## src/lpl_cfg.svh

```systemverilog
// Register map, field positions, reset values and timing counts of the logic primitive block.
`ifndef LPL_CFG_SVH
`define LPL_CFG_SVH
`define LPL_ADDR_GATE_CFG  8'h00
`define LPL_ADDR_WAVE_CFG  8'h04
`define LPL_ADDR_HIGH_MS   8'h08
`define LPL_ADDR_LOW_MS    8'h0C
`define LPL_ADDR_STATUS    8'h10
`define LPL_ADDR_INPUTS    8'h14
`define LPL_GATE_FUNC_LSB  0
`define LPL_GATE_FUNC_MSB  2
`define LPL_GATE_CNT_LSB   4
`define LPL_GATE_CNT_MSB   8
`define LPL_GATE_CNT_MIN   5'h02
`define LPL_GATE_CNT_MAX   5'h10
`define LPL_GATE_CNT_RST   5'h02
`define LPL_GATE_FUNC_RST  3'h0
`define LPL_WAVE_EN_BIT    0
`define LPL_HIGH_MS_RST    16'h01F4
`define LPL_LOW_MS_RST     16'h01F4
`define LPL_CLK_NS         20
`define LPL_MS_NS          1000000
`define LPL_MS_CYCLES      (`LPL_MS_NS / `LPL_CLK_NS)
`endif

```

## src/lpl_pkg.sv

```systemverilog
// Types shared by the logic primitive block.
package lpl_pkg;
  typedef enum logic [2:0] {
    LPL_AND,
    LPL_NAND,
    LPL_OR,
    LPL_NOR,
    LPL_XOR,
    LPL_XNOR
  } lpl_func_e;

  typedef enum logic [1:0] {
    LPL_WAVE_IDLE,
    LPL_WAVE_HIGH,
    LPL_WAVE_LOW
  } lpl_wave_e;

  typedef struct packed {
    logic [2:0]  func;
    logic [4:0]  count;
    logic        en_present;
    logic [15:0] high_period_ms;
    logic [15:0] low_period_ms;
  } lpl_cfg_s;

  typedef struct packed {
    logic [15:0] gate;
    logic        toggle;
    logic        set;
    logic        clear;
    logic        wave_en;
  } lpl_pins_s;
endpackage

```

## src/lpl_top.sv

```systemverilog
// Logic primitive library: gate, toggle latch, set/reset latch, constants and square wave behind APB.
`timescale 1ns/10ps
`include "lpl_cfg.svh"

module lpl_top
  import lpl_pkg::*;
#(
  parameter int unsigned CYC_PER_MS = `LPL_MS_CYCLES
) (
  // Clock and reset.
  input  wire logic        pclk,
  input  wire logic        presetn,
  // APB slave.
  input  wire logic        psel,
  input  wire logic        penable,
  input  wire logic        pwrite,
  input  wire logic [7:0]  paddr,
  input  wire logic [31:0] pwdata,
  output logic      [31:0] prdata,
  output logic             pready,
  output logic             pslverr,
  // Element inputs from pins.
  input  wire logic [15:0] gate_in,
  input  wire logic        toggle_in,
  input  wire logic        set_in,
  input  wire logic        clear_in,
  input  wire logic        wave_en_in,
  // Element outputs.
  output logic             gate_out,
  output logic             toggle_q,
  output logic             latch_q,
  output logic             const_high,
  output logic             const_low,
  output logic             wave_out
);

  // Evaluates the selected function over the enabled inputs.
  function automatic logic lpl_gate(input logic [2:0] func, input logic [15:0] in, input logic [4:0] count);
    logic [15:0] mask;
    logic [4:0]  n;
    logic        res;
    n = count;
    if (n < `LPL_GATE_CNT_MIN) begin
      n = `LPL_GATE_CNT_MIN;
    end
    if (n > `LPL_GATE_CNT_MAX) begin
      n = `LPL_GATE_CNT_MAX;
    end
    mask = 16'hFFFF >> (5'h10 - n);
    unique case (func)
      LPL_AND:  res = &(in | ~mask);
      LPL_NAND: res = ~&(in | ~mask);
      LPL_OR:   res = |(in & mask);
      LPL_NOR:  res = ~|(in & mask);
      LPL_XOR:  res = ^(in & mask);
      LPL_XNOR: res = ~^(in & mask);
      default:  res = &(in | ~mask);
    endcase
    return res;
  endfunction

  // Decodes the full byte address of an APB request.
  function automatic logic lpl_hit(input logic [7:0] addr, input logic [7:0] reg_addr);
    return addr == reg_addr;
  endfunction

  lpl_pins_s   pins_meta_reg;
  lpl_pins_s   pins_sync_reg;
  lpl_cfg_s    cfg_reg;
  lpl_cfg_s    cfg_next;
  logic [31:0] prdata_reg;
  logic [31:0] prdata_next;
  logic        pready_reg;
  logic        pready_next;
  logic        pslverr_reg;
  logic        pslverr_next;
  logic        gate_reg;
  logic        gate_next;
  logic        toggle_prev_reg;
  logic        toggle_prev_next;
  logic        toggle_reg;
  logic        toggle_next;
  logic        latch_reg;
  logic        latch_next;
  lpl_wave_e   wave_state_reg;
  lpl_wave_e   wave_state_next;
  logic [31:0] tick_cnt_reg;
  logic [31:0] tick_cnt_next;
  logic [15:0] ms_cnt_reg;
  logic [15:0] ms_cnt_next;
  logic        wave_reg;
  logic        wave_next;
  logic        wave_run;
  logic        ms_tick;
  logic        access;
  logic        mapped;

  // Two-flop synchroniser for every pin input.
  always_ff @(posedge pclk or negedge presetn) begin
    if (!presetn) begin
      pins_meta_reg <= '0;
      pins_sync_reg <= '0;
    end else begin
      pins_meta_reg <= '{gate: gate_in, toggle: toggle_in, set: set_in, clear: clear_in, wave_en: wave_en_in};
      pins_sync_reg <= pins_meta_reg;
    end
  end

  // APB register file; answers one cycle into the access phase.
  always_comb begin
    cfg_next     = cfg_reg;
    prdata_next  = prdata_reg;
    pready_next  = 1'b0;
    pslverr_next = 1'b0;
    access       = psel && penable && !pready_reg;
    mapped       = lpl_hit(paddr, `LPL_ADDR_GATE_CFG) || lpl_hit(paddr, `LPL_ADDR_WAVE_CFG)
                || lpl_hit(paddr, `LPL_ADDR_HIGH_MS) || lpl_hit(paddr, `LPL_ADDR_LOW_MS)
                || lpl_hit(paddr, `LPL_ADDR_STATUS) || lpl_hit(paddr, `LPL_ADDR_INPUTS);
    if (access) begin
      pready_next  = 1'b1;
      pslverr_next = !mapped;
      prdata_next  = 32'h0000_0000;
      if (pwrite) begin
        if (lpl_hit(paddr, `LPL_ADDR_GATE_CFG)) begin
          cfg_next.func  = pwdata[`LPL_GATE_FUNC_MSB:`LPL_GATE_FUNC_LSB];
          cfg_next.count = pwdata[`LPL_GATE_CNT_MSB:`LPL_GATE_CNT_LSB];
        end
        if (lpl_hit(paddr, `LPL_ADDR_WAVE_CFG)) begin
          cfg_next.en_present = pwdata[`LPL_WAVE_EN_BIT];
        end
        if (lpl_hit(paddr, `LPL_ADDR_HIGH_MS)) begin
          cfg_next.high_period_ms = pwdata[15:0];
        end
        if (lpl_hit(paddr, `LPL_ADDR_LOW_MS)) begin
          cfg_next.low_period_ms = pwdata[15:0];
        end
      end else begin
        if (lpl_hit(paddr, `LPL_ADDR_GATE_CFG)) begin
          prdata_next[`LPL_GATE_FUNC_MSB:`LPL_GATE_FUNC_LSB] = cfg_reg.func;
          prdata_next[`LPL_GATE_CNT_MSB:`LPL_GATE_CNT_LSB]   = cfg_reg.count;
        end
        if (lpl_hit(paddr, `LPL_ADDR_WAVE_CFG)) begin
          prdata_next[`LPL_WAVE_EN_BIT] = cfg_reg.en_present;
        end
        if (lpl_hit(paddr, `LPL_ADDR_HIGH_MS)) begin
          prdata_next[15:0] = cfg_reg.high_period_ms;
        end
        if (lpl_hit(paddr, `LPL_ADDR_LOW_MS)) begin
          prdata_next[15:0] = cfg_reg.low_period_ms;
        end
        if (lpl_hit(paddr, `LPL_ADDR_STATUS)) begin
          prdata_next[5:0] = {1'b0, 1'b1, wave_reg, latch_reg, toggle_reg, gate_reg};
        end
        if (lpl_hit(paddr, `LPL_ADDR_INPUTS)) begin
          prdata_next[19:0] = {pins_sync_reg.wave_en, pins_sync_reg.clear, pins_sync_reg.set,
                               pins_sync_reg.toggle, pins_sync_reg.gate};
        end
      end
    end
  end

  always_ff @(posedge pclk or negedge presetn) begin
    if (!presetn) begin
      cfg_reg     <= '{func: `LPL_GATE_FUNC_RST, count: `LPL_GATE_CNT_RST, en_present: 1'b1,
                       high_period_ms: `LPL_HIGH_MS_RST, low_period_ms: `LPL_LOW_MS_RST};
      prdata_reg  <= 32'h0000_0000;
      pready_reg  <= 1'b0;
      pslverr_reg <= 1'b0;
    end else begin
      cfg_reg     <= cfg_next;
      prdata_reg  <= prdata_next;
      pready_reg  <= pready_next;
      pslverr_reg <= pslverr_next;
    end
  end

  // Gate and the two latches.
  always_comb begin
    gate_next        = lpl_gate(cfg_reg.func, pins_sync_reg.gate, cfg_reg.count);
    toggle_prev_next = pins_sync_reg.toggle;
    toggle_next      = toggle_reg;
    if (pins_sync_reg.toggle && !toggle_prev_reg) begin
      toggle_next = !toggle_reg;
    end
    latch_next = latch_reg;
    if (pins_sync_reg.clear) begin
      latch_next = 1'b0;
    end else if (pins_sync_reg.set) begin
      latch_next = 1'b1;
    end
  end

  always_ff @(posedge pclk or negedge presetn) begin
    if (!presetn) begin
      gate_reg        <= 1'b0;
      toggle_prev_reg <= 1'b0;
      toggle_reg      <= 1'b0;
      latch_reg       <= 1'b0;
    end else begin
      gate_reg        <= gate_next;
      toggle_prev_reg <= toggle_prev_next;
      toggle_reg      <= toggle_next;
      latch_reg       <= latch_next;
    end
  end

  // Square-wave generator with a millisecond prescaler.
  always_comb begin
    wave_run        = cfg_reg.en_present ? pins_sync_reg.wave_en : 1'b1;
    ms_tick         = tick_cnt_reg == CYC_PER_MS - 1;
    wave_state_next = wave_state_reg;
    tick_cnt_next   = ms_tick ? 32'h0000_0000 : tick_cnt_reg + 32'h0000_0001;
    ms_cnt_next     = ms_cnt_reg;
    if (!wave_run) begin
      wave_state_next = LPL_WAVE_IDLE;
      tick_cnt_next   = 32'h0000_0000;
      ms_cnt_next     = 16'h0000;
    end else begin
      unique case (wave_state_reg)
        LPL_WAVE_IDLE: begin
          wave_state_next = LPL_WAVE_HIGH;
          tick_cnt_next   = 32'h0000_0000;
          ms_cnt_next     = 16'h0000;
        end
        LPL_WAVE_HIGH: begin
          if (ms_tick) begin
            ms_cnt_next = ms_cnt_reg + 16'h0001;
            if (ms_cnt_next >= cfg_reg.high_period_ms) begin
              wave_state_next = LPL_WAVE_LOW;
              ms_cnt_next     = 16'h0000;
            end
          end
        end
        LPL_WAVE_LOW: begin
          if (ms_tick) begin
            ms_cnt_next = ms_cnt_reg + 16'h0001;
            if (ms_cnt_next >= cfg_reg.low_period_ms) begin
              wave_state_next = LPL_WAVE_HIGH;
              ms_cnt_next     = 16'h0000;
            end
          end
        end
        default: begin
          wave_state_next = LPL_WAVE_IDLE;
        end
      endcase
    end
    wave_next = wave_state_next == LPL_WAVE_HIGH;
  end

  always_ff @(posedge pclk or negedge presetn) begin
    if (!presetn) begin
      wave_state_reg <= LPL_WAVE_IDLE;
      tick_cnt_reg   <= 32'h0000_0000;
      ms_cnt_reg     <= 16'h0000;
      wave_reg       <= 1'b0;
    end else begin
      wave_state_reg <= wave_state_next;
      tick_cnt_reg   <= tick_cnt_next;
      ms_cnt_reg     <= ms_cnt_next;
      wave_reg       <= wave_next;
    end
  end

  // Constant sources, registered so that they too come from flip-flops.
  always_ff @(posedge pclk or negedge presetn) begin
    if (!presetn) begin
      const_high <= 1'b1;
      const_low  <= 1'b0;
    end else begin
      const_high <= 1'b1;
      const_low  <= 1'b0;
    end
  end

  assign prdata   = prdata_reg;
  assign pready   = pready_reg;
  assign pslverr  = pslverr_reg;
  assign gate_out = gate_reg;
  assign toggle_q = toggle_reg;
  assign latch_q  = latch_reg;
  assign wave_out = wave_reg;

endmodule

```

## config.mk

```make
export PLATFORM = sky130hd
export DESIGN_NAME = lpl_top
export DESIGN_NICKNAME = d
export VERILOG_FILES = /design/src/lpl_pkg.sv /design/src/lpl_top.sv
export VERILOG_INCLUDE_DIRS = /design/src
export SDC_FILE = /design/constraint.sdc
export NUM_CORES = 1
export LEC_CHECK = 0
export BUFFER_PORTS_ARGS = -buffer_cell sky130_fd_sc_hd__clkbuf_2
export CAP_MARGIN = 5
export CORE_MARGIN = 1
export CORE_UTILIZATION = 58
export CTS_CLUSTER_SIZE = 10
export DETAILED_ROUTE_END_ITERATION = 6
export PLACE_DENSITY = 0.88
export RECOVER_POWER = 25
export SLEW_MARGIN = 10
export SYNTH_ARGS = -nofsm -noshare
export SYNTH_HDL_FRONTEND = slang
export SYNTH_SLANG_ARGS = --single-unit
```

## constraint.sdc

```tcl
create_clock -name pclk -period 4.26 [get_ports pclk]
set_clock_uncertainty 0.2 [all_clocks]
set_input_delay 0.213 -clock pclk [delete_from_list [all_inputs] [get_ports pclk]]
set_output_delay 0.213 -clock pclk [all_outputs]
set_load 0.01 [all_outputs]
```

==> Word-level counts from Yosys, hierarchy flattened <==
Cells that the tools add are included.
{ "totals": {"reg_bits": 158, "inputBits": 65, "wordCells": 111} }
{ "op_classes": {"n_shift": 1, "addsub": 3, "eq_ne": 17, "magnitude_cmp": 4, "bitwise_logic": 3, "reduce_logical": 26, "n_mux": 31} }
{ "op_table": {"columns": ["op", "count"], "rows": [
  ["$mux W16", 7],
  ["$mux W32", 3],
  ["$pmux W16 S3", 1],
  ["$mux W20", 2],
  ["$add A32 B1 Y32 const B", 1],
  ["$eq A32 B16 Y1 const B", 1],
  ["$ge A16 B16 Y1", 2],
  ["$add A16 B1 Y16 const B", 1],
  ["$and A16 B16 Y16", 1],
  ["$eq A8 B4 Y1 const B", 2],
  ["$eq A8 B5 Y1 const B", 2],
  ["$not A16 Y16", 1],
  ["$or A16 B16 Y16", 1],
  ["$reduce_and A16 Y1", 1],
  ["$reduce_or A16 Y1", 1],
  ["$reduce_xnor A16 Y1", 1],
  ["$reduce_xor A16 Y1", 1],
  ["$shr A16 B5 Y16 const A", 1],
  ["$mux W5", 3],
  ["$reduce_and A3 Y1", 5],
  ["$mux W2", 5],
  ["$eq A8 B3 Y1 const B", 1],
  ["$logic_not A8 Y1", 1],
  ["$eq A3 B2 Y1 const B", 2],
  ["other kinds (19)", 38]
]} }

==> Depth between registers and ports, before layout <==
Gate-level depths: netlist of the first run.
{ "depth": {"ltp_word": 11, "depth_mapped": 17, "depth_no_buf": 15} }

==> Least setup slack after synthesis of the first run <==
Ideal clock, no wire load.
{ "synth_timing": {"path_type": "register to register", "start": "reg cfg_reg[36] in the netlist's numbering", "end": "reg gate_reg (netlist: gate_out)", "required_time_ns": 3.933, "path_stages_with_launch": 15, "path_buffers": 1, "path_slack_ns": 0.839, "t_arrival_ns": 3.094, "cell_sequence": "dfrtp_1 > buf_2 > o311ai_0 > ha_1 > inv_1 > ha_1 > nand2b_1 > o311ai_0 > ha_1 > xnor2_1 > xnor2_1 > xnor2_1 > xnor2_1 > o21ai_0 > mux2i_1"} }
{ "synth_via": {"elab_chain_cells": 11, "elab_cells_between_ends": 16, "cone_classes": "1 x add/sub; 2 x order compare; 1 x shift; 3 x mux; 3 x bitwise; 6 x reduce/logical"} }
{ "synth_lines": {"columns": ["item", "line", "source"], "rows": [
  ["start: declaration", "lpl_top.sv:69", "lpl_cfg_s cfg_reg;"],
  ["start signal: assignment", "lpl_top.sv:164", "cfg_reg <= '{func: `LPL_GATE_FUNC_RST, count: `LPL_GATE_CNT_RST, en_present: 1'b1,"],
  ["start signal: assignment", "lpl_top.sv:170", "cfg_reg <= cfg_next;"],
  ["$lt A5 B2 Y1 (no line)", null, null],
  ["$mux W5 *", "lpl_top.sv:43", "if (n < `LPL_GATE_CNT_MIN) begin"],
  ["$gt A5 B5 Y1 (no line)", null, null],
  ["$mux W5 *", "lpl_top.sv:46", "if (n > `LPL_GATE_CNT_MAX) begin"],
  ["$sub A5 B5 Y5 *", "lpl_top.sv:49", "mask = 16'hFFFF >> (5'h10 - n);"],
  ["$shr A16 B5 Y16 *", "lpl_top.sv:49", null],
  ["$not A16 Y16", "lpl_top.sv:51, lpl_top.sv:52, lpl_top.sv:57", null],
  ["$or A16 B16 Y16", "lpl_top.sv:51, lpl_top.sv:52, lpl_top.sv:57", null],
  ["$reduce_and A16 Y1", "lpl_top.sv:51, lpl_top.sv:52, lpl_top.sv:57", null],
  ["$logic_not A1 Y1", "lpl_top.sv:52", "LPL_NAND: res = ~&(in | ~mask);"],
  ["$pmux W1 S5 *", "lpl_top.sv:50", "unique case (func)"],
  ["via gate_next", "lpl_top.sv:78", "logic gate_next;"],
  ["end signal: assignment", "lpl_top.sv:200", "gate_reg <= gate_next;"],
  ["end: declaration", "lpl_top.sv:77", "logic gate_reg;"]
]} }
Mark *: on every way through the listed nets, which the timed path passes. The rest lies on a longest branch.
A chain may end at the register's enable or synchronous reset.

==> Worst setup path after layout of the first run <==
Same ends and word-level chain as after synthesis.

==> impl_metrics.toml, run 1 <==
[logic_synthesis]
yosysTopAreaCell = "sky130_fd_sc_hd__dfrtp_1"
yosysMostFrequentCell = "sky130_fd_sc_hd__dfrtp_1"
average_instance_area_after_synthesis_um2 = 10.5
yosys.area.top_type_share = 0.438
synth_warn = 0
post_synth_main_area_contributors = "sky130_fd_sc_hd__dfrtp_1 (44%), sky130_fd_sc_hd__ha_1 (7.6%), sky130_fd_sc_hd__mux2_2 (4.9%), sky130_fd_sc_hd__dfstp_2 (4.5%), sky130_fd_sc_hd__nand2_1 (3.0%)"
synth_seq_cells = 158
synth_enable_flop_cells = 0
synth_top_flop_cell = "sky130_fd_sc_hd__dfrtp_1"
synth_cell_types = 67
mappedNetlistArea_um2 = 8230
syn-instance-count = 783
async_reset_ff_frac = 1.00
synth.yosys.seq_area_share = 0.483
synthTopCellsByCount = "sky130_fd_sc_hd__dfrtp_1 (144), sky130_fd_sc_hd__nand2_1 (66), sky130_fd_sc_hd__nor2_1 (58)"

[setup_path]
worst_path_largest_cell_delay_ps = 610
start_kind = "register"
worst-path-stages = 12
cpMaxStageDelayCell = "sky130_fd_sc_hd__o311ai_0"
count_of_buffer_and_inverter_cells_on_the_critical_path = 1
worstRegToRegCells = 12
crit_path_cell_trace = "o311ai_0, ha_1, inv_1, ha_1, nand2b_1, o311ai_0, ha_1, xor2_1, xnor2_1, xnor2_1, o21ai_0, mux2i_1"
path_max_fanout = 10
critical_path_arrival_ps = 4210
critPathCaptureType = "register"
critical-path-top-delay-family = "compound AO/OA/AOI/OAI gates"
cell_mode_on_critical_path = "sky130_fd_sc_hd__ha_1"
worst_ep_required_time_ps = 4400
critical_setup_path_class = "reg2reg"

[final_layout]
flow.area_growth_from_synthesis_pct = 17.7
largest_register_ff_count = 41
final_util = 0.697
fillCellCount = 986
antenna_diode_count = 0
layout.cells.non_filler = 1087
final_layout_size_suffix_gt1_frac = 0.193
finish.net_count = 1009

[power_and_ir_drop]
total_leakage_power_nw = 4.61
pwr_density_cell_nw_per_um2 = 367
vdd_drop_max_mv = 0.356
total_power_mw = 3.55

[grt]
pin_count_of_the_biggest_net_entering_global_routing = 102
grt_overflow_total = 0
grt.busiest_layer = "met2"
global_route_wire_length_before_repair_um = 31800
globalRouteMet3Util = 0.0648
grt_antenna_before_repair = 0
first_global_vias = 6505
global_routing_usage_on_met1 = 0.355
grt_use_met2 = 0.479
gr-usage-all-layers = 0.286

[timing]
grt_setup_unrepaired = "false"
finalCriticalPeriod_ps = 4070
max_slew.worst_pin.slew_ps = 2460
timing.max_slew.rel_slack = -0.643
setup_viol = 0
min_period_over_period = 0.956
max_freq_mhz = 246
timing_max_transition_violations_final = 102
total_count_of_hold_check_failures_in_the_final_report = 0
final.setup.tns_ps = 0

[floorplanning]
starting_density_of_the_core = 0.593
die_area_um2 = 14700
die_h_um = 121
die_w_um = 121
num_rows = 43
num_io_pins = 105
core_area_um2 = 13900

[routing]
drc = 0
route.detailed.vias_per_inst = 5.99
detailedRoute.firstIterationViolations = 558
firstDrtPassIters = 6
num_vias = 6507
post_drt_wl_per_cell_um = 18.0
wl_um = 19500
final_antenna_net_count = 0

[status]
failing_checks = "capacitance limit, slew limit"
run_status = "complete, but fails checks"

[clock_tree]
cts_hold_buffers = 38
skew_pair_late_insertion_delay_ps = 430
numCtsBuffers = 17
clock_tree_buf_depth = 2
h-tree-depth = 4
cts-resized-gates = 0
clockRootBuffer = "sky130_fd_sc_hd__clkbuf_16"
worst_setup_hold_path_clk_slew_ps = 70
clock-sinks = 158
tritoncts = "done"
post-cts-setup-buffer-count = 0

[placement]
portBuffers = 74
dp_hpwl_um = 13200
placedCellCount = 1017
gp_congestion = 0.951

[min_path]
holdCritPathClass = "in2reg"
timing.hold.worst_path_depth = 4

[job]
max-cap-violations = 1
==> worst register-to-register path, cell delays in order (launching register included) <==
cell and delay (ps):
sky130_fd_sc_hd__dfrtp_1 490, sky130_fd_sc_hd__o311ai_0 520, sky130_fd_sc_hd__ha_1 360, sky130_fd_sc_hd__inv_1 70
sky130_fd_sc_hd__ha_1 360, sky130_fd_sc_hd__nand2b_1 240, sky130_fd_sc_hd__o311ai_0 610, sky130_fd_sc_hd__ha_1 360
sky130_fd_sc_hd__xor2_1 170, sky130_fd_sc_hd__xnor2_1 210, sky130_fd_sc_hd__xnor2_1 130, sky130_fd_sc_hd__o21ai_0 90
sky130_fd_sc_hd__mux2i_1 180
==> placed cells by master, fill, tap and decap left out, types with 19 or more instances in the layout <==
master and n:
sky130_fd_sc_hd__mux2_2 36, sky130_fd_sc_hd__o21ai_0 37, sky130_fd_sc_hd__nor2_1 58, sky130_fd_sc_hd__dlygate4sd3_1 38, sky130_fd_sc_hd__nand3_1 37, sky130_fd_sc_hd__xor2_1 19, sky130_fd_sc_hd__xnor2_1 24, sky130_fd_sc_hd__clkbuf_2 73
sky130_fd_sc_hd__inv_1 51, sky130_fd_sc_hd__ha_1 50, sky130_fd_sc_hd__dfrtp_1 144, sky130_fd_sc_hd__nand2_1 66
==> routing by layer <==
metal,vias to the layer above,wire [um]
li1,2987,-
met1,3177,7830
met2,285,9730
met3,58,1390
met4,0,584
met5,-,0
==> where the power goes <==
part	total (mW)	internal, mW	leakage [nW]	switching (mW)
Clock	1.56	0.901	0.302	0.662
Combinational	0.376	0.136	2.26	0.240
Sequential	1.61	1.56	2.04	0.0534
Total	3.55	2.60	4.61	0.955
==> cells by family after synthesis <==
kind of cell / Yosys count / synth area share
simple gates: 256 / 0.163
flops: 158 / 0.483
other cells: 2 / 0.000913
buf+inv: 88 / 0.0491
compound gates: 134 / 0.112
mux: 52 / 0.0712
xor+xnor: 43 / 0.0458
fa+ha+maj: 50 / 0.0760
==> per-stage QoR <==
stage          hold WS, ps  setup WS (ps)  cell area [um2]
2_1_floorplan         -283            839             8270
3_3_place_gp           121            533             8700
3_5_place_dp           123            393             8700
4_1_cts               15.5            332             9690
5_1_grt               51.1           27.2             9680
6_report              37.6            189             9680
==> path summary, 6_finish.rpt <==
check / from / endpoint / slack, ps
worst max-delay path: cfg_reg[36]$_DFFE_PN0P_ / gate_out$_DFF_PN0_ / 190
worst min-delay path: pwrite / prdata[1]$_DFFE_PN0P_ / 40
worst max register to register: cfg_reg[36]$_DFFE_PN0P_ / gate_out$_DFF_PN0_ / 190
worst min register to register: pins_meta_reg[1]$_DFF_PN0_ / pins_sync_reg[1]$_DFF_PN0_ / 140
max in group asynchronous: presetn / cfg_reg[32]$_DFFE_PN1P_ / 1450
min in group asynchronous: presetn / pins_sync_reg[18]$_DFF_PN0_ / 830
==> cell type report <==
| cell class | instances | area [um2] | area share |
|---|---|---|---|
| clock buffer | 18 | 439 | 0.0454 |
| clock inverter | 14 | 169 | 0.0174 |
| timing repair buffer | 117 | 787 | 0.0813 |
| sequential | 158 | 3970 | 0.410 |
| multi-input combinational | 549 | 3900 | 0.403 |
| tap | 180 | 225 | 0.0233 |
| inverter | 51 | 191 | 0.0198 |
(Power assumes the default switching activity.)
==> run 2: changes to the inputs <==
CORE_ASPECT_RATIO = 1.2   (was default)
HOLD_SLACK_MARGIN = 0.08   (was default)
==> run 2 against run 1 <==
  * The run still ends with capacitance limit, slew limit left
  * Global-route usage decreased by 0.93 points
  * Die area hardly changed
  * Clock-buffer cell count unchanged
  * Power down 0.28%
  * Critical path depth increased by 1
  * Combinational power is 2% lower
  * First-iteration DRC count is 29% lower
  * Via count decreased by 0.49%
  * Routed wire length fell by 1.2%
  * Flip-flop and latch count stayed put
  * Register-to-register slack better by 150 ps
  * Largest cell class unchanged
==> impl_metrics.toml, run 2 (same netlist as run 1, synthesis figures left out) <==
[timing]
min_period_over_period = 0.920
finalCriticalPeriod_ps = 3920
max_freq_mhz = 255
timing_max_transition_violations_final = 110
grt_setup_unrepaired = "false"
setup_viol = 0
hold_ws_ps = 142
layout_setup_ws_ps = 342
total_count_of_hold_check_failures_in_the_final_report = 0
timing.max_slew.rel_slack = -0.839
max_slew.worst_pin.slew_ps = 2760
final.setup.tns_ps = 0

[final_layout]
largest_register_ff_count = 41
antenna_diode_count = 0
final_common_cell = "sky130_fd_sc_hd__dfrtp_1"
final_util = 0.701
layout.cells.non_filler = 1083
final_layout_size_suffix_gt1_frac = 0.164
mostFrequentLayoutCells = "sky130_fd_sc_hd__dfrtp_1 (144), sky130_fd_sc_hd__nand2_1 (66), sky130_fd_sc_hd__nor2_1 (58), sky130_fd_sc_hd__inv_1 (51), sky130_fd_sc_hd__ha_1 (50)"
flow.area_growth_from_synthesis_pct = 17.8
layout.cell_area.non_filler_um2 = 9690
finish.net_count = 1014

[setup_path]
timing.rr.end = "gate_out$_DFF_PN0_"
count_of_buffer_and_inverter_cells_on_the_critical_path = 1
worst_path_largest_cell_delay_ps = 470
start_kind = "register"
worst_r2r_startpoint = "cfg_reg[35]$_DFFE_PN0P_"
critical-path-top-delay-family = "adder cells"
critPathCaptureType = "register"
worstRegToRegCells = 13
cell_mode_on_critical_path = "sky130_fd_sc_hd__xnor2_1"
path_max_fanout = 9
r2r_setup_slack_ps = 340
critical_path_arrival_ps = 4030
crit_path_cell_trace = "o311ai_0, ha_1, inv_1, ha_1, nand2b_1, o311ai_0, ha_1, xnor2_1, xnor2_1, xnor2_1, xnor2_1, o21ai_0, mux2i_1"
cpMaxStageDelayCell = "sky130_fd_sc_hd__o311ai_0"
worst_ep_required_time_ps = 4370
critical_setup_path_class = "reg2reg"

[clock_tree]
tritoncts = "done"
worst_setup_hold_path_clk_slew_ps = 70
skew_pair_late_insertion_delay_ps = 440
h-tree-depth = 4
clock_tree_buf_depth = 2
post-cts-setup-buffer-count = 0
cts-resized-gates = 0
clockRootBuffer = "sky130_fd_sc_hd__clkbuf_16"
clock-sinks = 158
numCtsBuffers = 17

[routing]
num_vias = 6475
post_drt_wl_per_cell_um = 17.8
wl_met1_um = 7510
drc = 0
wl_um = 19300
detailedRoute.firstIterationViolations = 394
maxUsedRoutingLayer = "met4"
met2_length_um = 9760
firstDrtPassIters = 7
route.detailed.vias_per_inst = 5.98
met3WireLength_um = 1190
final_antenna_net_count = 0

[placement]
gp_congestion = 0.929
dp_hpwl_um = 13300
detailed_place.area_um2 = 8690
portBuffers = 74
place_ws_ps = 391
placedCellCount = 1008

[grt]
gr-usage-all-layers = 0.277
grt_overflow_total = 0
first_global_vias = 6552
global_route_wire_length_before_repair_um = 31900
grt_antenna_before_repair = 0
pin_count_of_the_biggest_net_entering_global_routing = 110

[power_and_ir_drop]
total_leakage_power_nw = 4.54
total_power_mw = 3.54
vdd_drop_max_mv = 0.334
pwr_density_cell_nw_per_um2 = 365

[floorplanning]
die_h_um = 132
die_w_um = 111
starting_density_of_the_core = 0.595
num_io_pins = 105
core_area_um2 = 13800
die_area_um2 = 14700
num_rows = 47

[min_path]
worstHoldStart = "pins_meta_reg[10]$_DFF_PN0_"
holdCritPathClass = "reg2reg"
timing.hold.worst_path_depth = 0
worst_hold_endpoint = "pins_sync_reg[10]$_DFF_PN0_"

[status]
run_status = "complete, but fails checks"
failing_checks = "capacitance limit, slew limit"

[job]
max-cap-violations = 1
==> run 2: cell types whose count changed in the layout (fill, tap and decap cells not counted), sizes merged <==
cell | previous run | this run
inv | 59 | 58
clkinvlp | 0 | 2
clkinv | 4 | 3
dlygate4sd3 | 38 | 43
==> run 2: area by class of cell <==
cell class | instances | area (um2)
Tap cell | 171 | 214
Clock inverter | 14 | 175
Multi-Input combinational cell | 549 | 3900
Clock buffer | 18 | 439
Inverter | 51 | 191
Sequential cell | 158 | 3970
Fill cell | 964 | 4130
Timing Repair Buffer | 122 | 806
==> run 2: worst max-delay path by stage <==
stage,startpoint,end,depth (start not counted)
floorplan,cfg_reg[36]$_DFFE_PN0P_,gate_out$_DFF_PN0_,14
global placement,cfg_reg[35]$_DFFE_PN0P_,gate_out$_DFF_PN0_,13
detailed placement,cfg_reg[35]$_DFFE_PN0P_,gate_out$_DFF_PN0_,13
CTS,cfg_reg[35]$_DFFE_PN0P_,gate_out$_DFF_PN0_,13
global route,cfg_reg[35]$_DFFE_PN0P_,gate_out$_DFF_PN0_,13
finish,cfg_reg[35]$_DFFE_PN0P_,gate_out$_DFF_PN0_,13
==> run 2: power breakdown <==
part | total, mW | switching [mW] | internal (mW)
clock | 1.56 | 0.661 | 0.901
combinational | 0.367 | 0.237 | 0.129
sequential | 1.61 | 0.0534 | 1.56
==> run 2: worst reg2reg max path: stages (launching register included) <==
cell and delay [ps]:
sky130_fd_sc_hd__dfrtp_1 460, sky130_fd_sc_hd__o311ai_0 480, sky130_fd_sc_hd__ha_1 360, sky130_fd_sc_hd__inv_1 70
sky130_fd_sc_hd__ha_1 370, sky130_fd_sc_hd__nand2b_1 240, sky130_fd_sc_hd__o311ai_0 420, sky130_fd_sc_hd__ha_1 330
sky130_fd_sc_hd__xnor2_1 220, sky130_fd_sc_hd__xnor2_1 160, sky130_fd_sc_hd__xnor2_1 150, sky130_fd_sc_hd__xnor2_1 90
sky130_fd_sc_hd__o21ai_0 150, sky130_fd_sc_hd__mux2i_1 90
==> run 2: routing by layer <==
| layer | vias to the layer above | global-route usage |
|---|---|---|
| met5 | - | 0 |
| met4 | 0 | 0.144 |
| met3 | 73 | 0.0738 |
| met2 | 241 | 0.468 |
| met1 | 3158 | 0.324 |
| li1 | 3003 | - |
==> run 2: timing repair <==
item                                   in CTS  in global routing
endpoints found under the hold margin     167                  0
hold buffers                               43                  0
setup endpoints to repair                   0                  0
